==> src/hw/rtc_alarm_pkg.sv <==
// Constants, field layouts and carrier types of the alarm compare block.
// Assumes one 100 MHz clock and a plain register port from software.
//
// Contract
// - Compare only enabled alarm fields; alarm when every enabled field matches. The code raises no alarm while no field is enabled.
// - Power-on reset clears each alarm enable; BCD fields are never reset.
// - Hour alarm holds BCD 00-23; bit 6 reads zero.
// - Weekday alarm holds code 0-6, Sunday zero; bits 6 to 3 read zero.
// - Month alarm holds BCD 01-12; bits 6 and 5 read zero.
// - Power-on zeroes control; manual reset zeroes all but carry flag; standby keeps.
// - Carry flag sets on every 64 Hz or seconds counter increment.
// - Writing 0 clears carry flag; writing 1 sets it.
// - Carry interrupt requested while carry flag set and its enable is 1.
// - Alarm interrupt requested while alarm flag set and its enable is 1.
// - Alarm flag sets when running time equals the enabled alarm fields.
// - Writing 0 clears alarm flag; writing 1 leaves it unchanged.
// - Control bits 6, 5, 2, 1 read zero; software writes zero there.
// - Seconds alarm with enable joins the match; enable cleared on power-on.

package rtc_alarm_pkg;

  // =====================================================
  // Register map
  localparam int unsigned ADDR_W        = 3;
  localparam int unsigned NUM_ALARMS    = 6;
  localparam logic [2:0] OFS_SECOND_AL  = 3'h0;
  localparam logic [2:0] OFS_MINUTE_AL  = 3'h1;
  localparam logic [2:0] OFS_HOUR_AL    = 3'h2;
  localparam logic [2:0] OFS_WEEKDAY_AL = 3'h3;
  localparam logic [2:0] OFS_DATE_AL    = 3'h4;
  localparam logic [2:0] OFS_MONTH_AL   = 3'h5;
  localparam logic [2:0] OFS_CONTROL    = 3'h6;

  // =====================================================
  // Field positions
  localparam int unsigned ENABLE_BIT = 7;
  localparam int unsigned CF_BIT     = 7;
  localparam int unsigned CIE_BIT    = 4;
  localparam int unsigned AIE_BIT    = 3;
  localparam int unsigned AF_BIT     = 0;

  // =====================================================
  // Writable value bits below the enable of each alarm register
  localparam logic [6:0] SECOND_MASK  = 7'h7f;
  localparam logic [6:0] MINUTE_MASK  = 7'h7f;
  localparam logic [6:0] HOUR_MASK    = 7'h3f;
  localparam logic [6:0] WEEKDAY_MASK = 7'h07;
  localparam logic [6:0] DATE_MASK    = 7'h3f;
  localparam logic [6:0] MONTH_MASK   = 7'h1f;

  // =====================================================
  // Reset values
  localparam logic       ENABLE_RESET  = 1'b0;
  localparam logic [7:0] CONTROL_RESET = 8'h00;
  localparam logic [7:0] READ_IDLE     = 8'h00;

  // =====================================================
  // Carriers
  typedef struct packed {
    logic              wr;    // Write strobe
    logic              rd;    // Read strobe
    logic [ADDR_W-1:0] addr;  // Register offset
    logic [7:0]        wdata; // Write data
  } reg_req_t;

  typedef struct packed {
    logic [7:0] second;  // Seconds counter, BCD
    logic [7:0] minute;  // Minutes counter, BCD
    logic [7:0] hour;    // Hours counter, BCD
    logic [7:0] weekday; // Weekday counter, code 0-6
    logic [7:0] date;    // Date counter, BCD
    logic [7:0] month;   // Month counter, BCD
  } time_count_t;

endpackage

==> src/hw/rtc_alarm_compare.sv <==
// Alarm compare registers, carry and alarm flags, interrupt requests.
// Assumes time counters and carry pulses come from logic on clk;
// manual reset and standby arrive from outside and are synchronised.
//
// Design decisions made here: the plain strobed port and the register offsets.
`timescale 1ns/10ps
`default_nettype none

module rtc_alarm_compare (
  input  wire logic                       clk,              // 100 MHz clock
  input  wire logic                       reset,            // Power-on reset
  input  wire logic                       manual_reset,     // Manual reset level
  input  wire logic                       standby,          // Standby level
  input  wire rtc_alarm_pkg::reg_req_t    reg_req,          // Register request
  output logic [7:0]                      reg_rdata,        // Read data
  input  wire rtc_alarm_pkg::time_count_t time_count,       // Running time
  input  wire logic                       sixty_four_hz_inc, // 64 Hz count pulse
  input  wire logic                       seconds_inc,      // Seconds count pulse
  output logic                            carry_irq,        // Carry request
  output logic                            alarm_irq         // Alarm request
);

  // =====================================================
  // Field mask by alarm index, used by write and compare
  function automatic logic [6:0] field_mask(input int unsigned idx);
    logic [6:0] m;
    m = rtc_alarm_pkg::SECOND_MASK;
    case (idx)
      1: m = rtc_alarm_pkg::MINUTE_MASK;
      2: m = rtc_alarm_pkg::HOUR_MASK;
      3: m = rtc_alarm_pkg::WEEKDAY_MASK;
      4: m = rtc_alarm_pkg::DATE_MASK;
      5: m = rtc_alarm_pkg::MONTH_MASK;
      default: m = rtc_alarm_pkg::SECOND_MASK;
    endcase
    return m;
  endfunction

  // =====================================================
  // Declarations
  logic                                   manual_s1_reg;
  logic                                   manual_s2_reg;
  logic                                   standby_s1_reg;
  logic                                   standby_s2_reg;
  logic [rtc_alarm_pkg::NUM_ALARMS-1:0]   enable_reg;
  logic [6:0]                             field_reg [rtc_alarm_pkg::NUM_ALARMS];
  logic [6:0]                             count_val [rtc_alarm_pkg::NUM_ALARMS];
  logic [rtc_alarm_pkg::NUM_ALARMS-1:0]   wr_sel;
  logic [rtc_alarm_pkg::NUM_ALARMS-1:0]   field_hit;
  logic                                   write_ok;
  logic                                   ctrl_wr;
  logic                                   all_match;
  logic                                   match_reg;
  logic                                   match_rise;
  logic                                   carry_event;
  logic                                   cf_reg;
  logic                                   cf_next;
  logic                                   cie_reg;
  logic                                   cie_next;
  logic                                   aie_reg;
  logic                                   aie_next;
  logic                                   af_reg;
  logic                                   af_next;
  logic [7:0]                             control_view;
  logic [7:0]                             rdata_next;
  logic [7:0]                             rdata_reg;

  // =====================================================
  // Synchronisers for the outside levels; only stage two is read
  always_ff @(posedge clk) begin
    if (reset) begin
      manual_s1_reg  <= 1'b0;
      manual_s2_reg  <= 1'b0;
      standby_s1_reg <= 1'b0;
      standby_s2_reg <= 1'b0;
    end else begin
      manual_s1_reg  <= manual_reset;
      manual_s2_reg  <= manual_s1_reg;
      standby_s1_reg <= standby;
      standby_s2_reg <= standby_s1_reg;
    end
  end

  // =====================================================
  // Write qualification
  // Writes are dropped in standby so retained state cannot be disturbed
  assign write_ok = reg_req.wr && !standby_s2_reg && !manual_s2_reg;
  assign ctrl_wr  = write_ok && (reg_req.addr == rtc_alarm_pkg::OFS_CONTROL);

  // =====================================================
  // Counter values in alarm index order
  assign count_val[0] = time_count.second[6:0];
  assign count_val[1] = time_count.minute[6:0];
  assign count_val[2] = time_count.hour[6:0];
  assign count_val[3] = time_count.weekday[6:0];
  assign count_val[4] = time_count.date[6:0];
  assign count_val[5] = time_count.month[6:0];

  // =====================================================
  // Alarm registers: six identical slices differing only in mask
  for (genvar i = 0; i < rtc_alarm_pkg::NUM_ALARMS; i++) begin : g_alarm
    assign wr_sel[i] = write_ok && (reg_req.addr == 3'(i));

    // Disabled fields always hit, so they drop out of the match
    assign field_hit[i] = !enable_reg[i] ||
        ((count_val[i] & field_mask(i)) == field_reg[i]);

    // Enable clears only on power-on; manual reset and standby keep it
    always_ff @(posedge clk) begin
      if (reset) begin
        enable_reg[i] <= rtc_alarm_pkg::ENABLE_RESET;
      end else if (wr_sel[i]) begin
        enable_reg[i] <= reg_req.wdata[rtc_alarm_pkg::ENABLE_BIT];
      end
    end

    // Value field has no reset at all, it is retained storage
    always_ff @(posedge clk) begin
      if (wr_sel[i]) begin
        field_reg[i] <= reg_req.wdata[6:0] & field_mask(i);
      end
    end
  end

  // =====================================================
  // Match detection
  // The flag sets on the first cycle of a match, so a clear written
  // while the time still matches is not undone straight away
  assign all_match  = (&field_hit) && (|enable_reg);
  assign match_rise = all_match && !match_reg;

  always_ff @(posedge clk) begin
    if (reset) begin
      match_reg <= 1'b0;
    end else begin
      match_reg <= all_match;
    end
  end

  // =====================================================
  // Flag next values; hardware set wins over a software clear
  assign carry_event = sixty_four_hz_inc || seconds_inc;

  assign cf_next = carry_event ? 1'b1 :
                   ctrl_wr ? reg_req.wdata[rtc_alarm_pkg::CF_BIT] :
                   cf_reg;

  assign af_next = match_rise ? 1'b1 :
                   (ctrl_wr && !reg_req.wdata[rtc_alarm_pkg::AF_BIT]) ? 1'b0 :
                   af_reg;

  assign cie_next = ctrl_wr ? reg_req.wdata[rtc_alarm_pkg::CIE_BIT] : cie_reg;
  assign aie_next = ctrl_wr ? reg_req.wdata[rtc_alarm_pkg::AIE_BIT] : aie_reg;

  // =====================================================
  // Control register state
  // Manual reset leaves the carry flag running: its value is not defined
  // for software, which must set it to a known state before use
  always_ff @(posedge clk) begin
    if (reset) begin
      cf_reg  <= rtc_alarm_pkg::CONTROL_RESET[rtc_alarm_pkg::CF_BIT];
      cie_reg <= rtc_alarm_pkg::CONTROL_RESET[rtc_alarm_pkg::CIE_BIT];
      aie_reg <= rtc_alarm_pkg::CONTROL_RESET[rtc_alarm_pkg::AIE_BIT];
      af_reg  <= rtc_alarm_pkg::CONTROL_RESET[rtc_alarm_pkg::AF_BIT];
    end else if (manual_s2_reg) begin
      cf_reg  <= cf_next;
      cie_reg <= rtc_alarm_pkg::CONTROL_RESET[rtc_alarm_pkg::CIE_BIT];
      aie_reg <= rtc_alarm_pkg::CONTROL_RESET[rtc_alarm_pkg::AIE_BIT];
      af_reg  <= rtc_alarm_pkg::CONTROL_RESET[rtc_alarm_pkg::AF_BIT];
    end else begin
      cf_reg  <= cf_next;
      cie_reg <= cie_next;
      aie_reg <= aie_next;
      af_reg  <= af_next;
    end
  end

  // =====================================================
  // Control register view; reserved bits are tied low
  always_comb begin
    control_view = 8'h00;
    control_view[rtc_alarm_pkg::CF_BIT]  = cf_reg;
    control_view[rtc_alarm_pkg::CIE_BIT] = cie_reg;
    control_view[rtc_alarm_pkg::AIE_BIT] = aie_reg;
    control_view[rtc_alarm_pkg::AF_BIT]  = af_reg;
  end

  // =====================================================
  // Read mux; stored fields are already masked, so unused bits read 0
  always_comb begin
    rdata_next = rtc_alarm_pkg::READ_IDLE;
    if (reg_req.addr == rtc_alarm_pkg::OFS_CONTROL) begin
      rdata_next = control_view;
    end else if (reg_req.addr < rtc_alarm_pkg::OFS_CONTROL) begin
      rdata_next = {enable_reg[reg_req.addr], field_reg[reg_req.addr]};
    end
  end

  // Read data stands for one cycle only, zero otherwise
  always_ff @(posedge clk) begin
    if (reset) begin
      rdata_reg <= rtc_alarm_pkg::READ_IDLE;
    end else begin
      rdata_reg <= reg_req.rd ? rdata_next : rtc_alarm_pkg::READ_IDLE;
    end
  end

  assign reg_rdata = rdata_reg;

  // =====================================================
  // Interrupt requests follow the flags, held until software or a reset clears them
  assign carry_irq = cf_reg && cie_reg;
  assign alarm_irq = af_reg && aie_reg;

endmodule // rtc_alarm_compare

`default_nettype wire

==> config.mk <==
export PLATFORM = sky130hd
export DESIGN_NAME = rtc_alarm_compare
export DESIGN_NICKNAME = d
export VERILOG_FILES = /design/src/hw/rtc_alarm_pkg.sv /design/src/hw/rtc_alarm_compare.sv
export SDC_FILE = /design/constraint.sdc
export NUM_CORES = 1
export LEC_CHECK = 0
export BUFFER_PORTS_ARGS = -buffer_cell sky130_fd_sc_hd__buf_4
export CAP_MARGIN = 20
export CORE_MARGIN = 5
export CORE_UTILIZATION = 45
export CTS_CLUSTER_DIAMETER = 100
export CTS_CLUSTER_SIZE = 8
export DETAILED_ROUTE_END_ITERATION = 8
export HOLD_SLACK_MARGIN = 0.03
export PLACE_DENSITY = 0.71
export SETUP_SLACK_MARGIN = 0.1
export SLEW_MARGIN = 20
export SYNTH_ARGS = -nofsm -noshare
export SYNTH_HDL_FRONTEND = slang
export SYNTH_SLANG_ARGS = --single-unit
==> constraint.sdc <==
create_clock -name clk -period 3.79 [get_ports clk]
set_input_delay 0.1895 -clock clk [delete_from_list [all_inputs] [get_ports clk]]
set_output_delay 0.1895 -clock clk [all_outputs]
set_load 0.02 [all_outputs]
---- Word level (Yosys, flattened, before mapping) ----
Memory sizes are Yosys's and may differ from the RTL's.
Index checks and enable logic that the tools add are counted.
storage, ports and cells
  output and inout port bits .............. 10
  memory bits (writable) .................. 42
  memories ................................ 1
  logic and storage cells ................. 113
  bits in registers ....................... 23
memories
  memory     words  width  rd ports  clocked after Yosys merged registers in  wr ports  line                     source
  field_reg  6      7      7         0                                        1         rtc_alarm_compare.sv:46  logic [6:0] field_reg [rtc_alarm_pkg::NUM_ALARMS];
operators by class
  $lt $le $gt $ge ......................... 2
  reductions and logical operators ........ 44
  multiplexer cells ....................... 35
  bitwise logic cells ..................... 2
  equal/unequal tests ..................... 12
operators by type and width
  operator              count
  $mux W7               5
  $reduce_or A7 Y1      5
  $mux W1               22
  $mux W8               2
  $mux W3               5
  $eq A6 B7 Y1          2
  $eq A7 B7 Y1          2
  $logic_and A1 B1 Y1   14
  $logic_not A1 Y1      10
  $eq A3 B3 Y1 const B  3
  $eq A3 B7 Y1          1
  $eq A5 B7 Y1          1
  $logic_or A1 B1 Y1    7
  $eq A3 B2 Y1 const B  2
  $reduce_and A6 Y1     1
  $reduce_or A6 Y1      1
  $lt A3 B4 Y1 const B  1
  $reduce_bool A2 Y1    2
  $reduce_or A2 Y1      2
  $reduce_or A4 Y1      1
  $bmux W1 S3           1
  $eq A3 B1 Y1 const B  1
  $logic_not A3 Y1      1
  $lt A3 B3 Y1 const B  1
  $not A1 Y1            2

---- Logic depth before layout (Yosys ltp) ----
  depth in word-level cells ............... 12
  gate-level depth with buffers ........... 7

---- Least setup slack after synthesis ----
No wires, ideal clock.
  path kind ............................... flip-flop to flip-flop
  start point ............................. register manual_s2_reg
  end point ............................... register enable_reg[0] in the netlist's numbering
  stages on the path, launching flop included .. 5
  arrival time ............................ 1.179 ns
  setup time .............................. 0.128 ns
  path slack .............................. 2.484 ns
  buffers on the path ..................... 0
  path through ............................ dfxtp_1 > nor4b_2 > and2_1 > mux2i_1 > nor2_1
on the way
  longest elaborated chain between the ends .. 3
ends and longest elaborated chain
  what                             line                      source
  from (decl)                      rtc_alarm_compare.sv:42   logic manual_s2_reg;
  from (signal assigned)           rtc_alarm_compare.sv:78   manual_s2_reg <= manual_s1_reg;
  $logic_not A1 Y1                 rtc_alarm_compare.sv:87   assign write_ok = reg_req.wr && !standby_s2_reg && !manual_s2_reg;
  $logic_and A1 B1 Y1              rtc_alarm_compare.sv:87
  $logic_and A1 B1 Y1              rtc_alarm_compare.sv:102  assign wr_sel[i] = write_ok && (reg_req.addr == 3'(i));
  net wr_sel, one bit              rtc_alarm_compare.sv:48   logic [rtc_alarm_pkg::NUM_ALARMS-1:0] wr_sel;
  to (signal, indexed assignment)  rtc_alarm_compare.sv:111  enable_reg[i] <= rtc_alarm_pkg::ENABLE_RESET;
  to (signal, indexed assignment)  rtc_alarm_compare.sv:113  enable_reg[i] <= reg_req.wdata[rtc_alarm_pkg::ENABLE_BIT];
  to (decl)                        rtc_alarm_compare.sv:45   logic [rtc_alarm_pkg::NUM_ALARMS-1:0] enable_reg;
The timed path passes the listed nets, and every way through them passes these cells.
A chain may end at the register's enable or synchronous reset.

==> results_dict.tcl <==
set metrics [dict create \
    max_stage_delay_ns 0.50 \
    leakage_nw 1.269 \
    final_common_cell "buf_4" \
    crit_family "compound AO/OA/AOI/OAI gates" \
    p_per_area_nw_per_um2 397.3 \
    worst_r2r_path_depth 5 \
    fmax_mhz 607.0 \
    dr_total_vias 1809 \
    antenna_cells 0 \
    critical-path-slowest-cell "o41ai_1" \
    most-common-layout-cells "buf_4 (62), edfxtp_1 (34), dfxtp_1 (23), mux2i_1 (22), xnor2_1 (22)" \
    hp-class "in -> reg" \
    setup_ws_ns 2.142 \
    cts-root-buf "clkbuf_8" \
    worstHoldPathCells 1 \
    initial_core_util_pct 46.75 \
    io_buffers 62 \
    cp-end-kind "register" \
    syn2layout_area_growth_pct 26.38 \
    sequentialPowerShare_pct 52.4 \
    relSlewSlack_pct 58.80 \
    overflow 0 \
    clk_latency_ns 0.32 \
    dp_worst_setup_slack_ns 1.934 \
    die_w_um 85.87 \
    cts_made_buffers 9 \
    antenna_left 0 \
    ios 77 \
    drc 0 \
    ys_seq_elements 57 \
    rsz0062_at_grt "false" \
    drt_iter0_drc 141 \
    nets 334 \
    holdWs_ns 0.06946 \
    critPathArrivalTime_ns 1.88 \
    ys_warn_count 0 \
    clkSinkCount 57 \
    ys_seq_area_share_pct 57.20 \
    design_area_um2 3273 \
    final_core_util_pct 59.08 \
    irDropWorstVdd_uv 263.3 \
    worstSetupPathType "reg -> reg" \
    avgRoutedWirePerCell_um 18.26 \
    synth.cell_area_um2 2590 \
    antenna_found_initial 0 \
    hold_viol_final 0 \
    outcome "complete, no violations" \
    cts_tree "built" \
    firstDrtPassIters 4 \
    place_area_um2 3099 \
    viasPerCell 5.259 \
    core_um2 5540 \
    cts_setup_buffers 0 \
    tns_ns 0 \
    p_sw_share_pct 23.30 \
    fin_worst_skew_ns 0.005173 \
    drt-total-wl_um 6283 \
    grt_max_degree 19 \
    ctsLongestPathBuffers 2 \
    dieArea_um2 7373 \
    worstSetupPathDepth 5 \
    p_sw_w 0.0003030 \
    worst_pin_slew_ns 0.6167 \
    setup_viol_count_final 0 \
    cp_num_buf_inv 0 \
    dp_hpwl_um 4799 \
    crit_chain "xnor2_1 -> nand4_1 -> o41ai_1 -> nand3_1 -> o32ai_1" \
    worstPathRequired_ns 4.03 \
    htree_num_levels 3 \
    drive_gt1_share_pct 31.25 \
    combPwrFrac_pct 11.1 \
    maxCapViolCount 0 \
    drv_slew 0 \
    largest_reg_flops 34 \
    grt_pass1_wl_um 9459 \
    period_needed_ns 1.648 \
    p_clk_share_pct 36.5 \
    grtUsageTotal_pct 17.48 \
    synth_fp_nets 268 \
    grt_pass1_vias 1846 \
    internal_power_w 0.0009975 \
    synthCells 201 \
    synthDistinctLibCells 34 \
    synth_area_per_cell_um2 12.89 \
    gp_congestion 0.8106 \
    clk_pin_slew_worst_paths_ns 0.06 \
    num_rows 27 \
    path_max_fanout 2 \
    startpoint_type "register" \
    period_share_pct 43.47 \
    chipHeight_um 85.87 \
]
[power by group through the flow]
stage	registers (W)	clock network (W)	logic, W
4_1_cts	0.000681	0.000479	0.000144
5_1_grt	0.000682	0.000508	0.000155
2_1_floorplan	0.000696	0	0.0000693
3_5_place_dp	0.000695	0	0.000144
6_report	0.000681	0.000475	0.000144
3_3_place_gp	0.000694	0	0.000142
[cells in the mapped netlist (all sizes together)]
cell type	n	share of area [%]
o41ai	2	0.97
xnor2	22	7.4
o21ai	2	0.39
dfxtp	23	18
and4bb	1	0.48
a31oi	1	0.24
nand2	3	0.53
or4	1	0.29
nor4	1	0.24
nor2	21	3.0
and2	7	1.7
o32ai	1	0.34
a211oi	5	1.4
mux2i	22	8.5
a2bb2oi	1	0.34
nand4	5	1.4
a21oi	5	0.97
nor3	5	1.2
nand2b	1	0.24
mux4	4	3.5
clkbuf	3	0.43
nand3	3	0.58
nor4b	1	0.58
buf	5	1.4
nor2b	6	1.4
edfxtp	34	39
xor2	12	4.1
and3	1	0.24
o31ai	3	0.87
[per-stage QoR]
stage | power [W] | instances
final | 0.001300 | 344
after floorplan | 0.0007648 | 201
after detailed placement | 0.0008384 | 327
after global placement | 0.0008357 | 327
after global routing | 0.001345 | 344
after CTS | 0.001305 | 343
[layout make-up]
class	count	area [um^2]
Timing Repair Buffer	63	475.5
Multi-Input combinational cell	136	1062
Clock inverter	4	18.77
Fill cell	468	2267
Tap cell	72	90.09
Sequential cell	57	1481
Clock buffer	12	145.1
[final timing paths]
kind / startpoint / to / slack, ns
min reg2reg: manual_s1_reg / manual_s2_reg / 0.44
min: reg_req[5] / field_reg[0][5] / 0.07
max: field_reg[0][1] / af_reg / 2.14
max reg2reg: field_reg[0][1] / af_reg / 2.14
[metal layers]
| metal | routed length (um) | GRT usage [%] |
|---|---|---|
| met1 | 2705 | 22.38 |
| met2 | 3077 | 28.31 |
| met3 | 421 | 4.707 |
| met4 | 78 | 6.475 |
| met5 | 0 | 0 |
[cells by family after synthesis]
group                  count (synthesis)  share of synthesized area (%)
flip-flops                            57                          57.20
AND/OR/NAND/NOR                       56                          11.98
XOR/XNOR                              34                          11.50
multiplexers                          26                          11.98
AO/OA/AOI/OAI                         20                          5.556
buffers and inverters                  8                          1.787
[repair_timing]
item / CTS / global route
hold buffers: 0 / 1
resized for setup: 0 / 0
hold endpoints to repair: 0 / 1
Power figures use the tool's default switching activity.
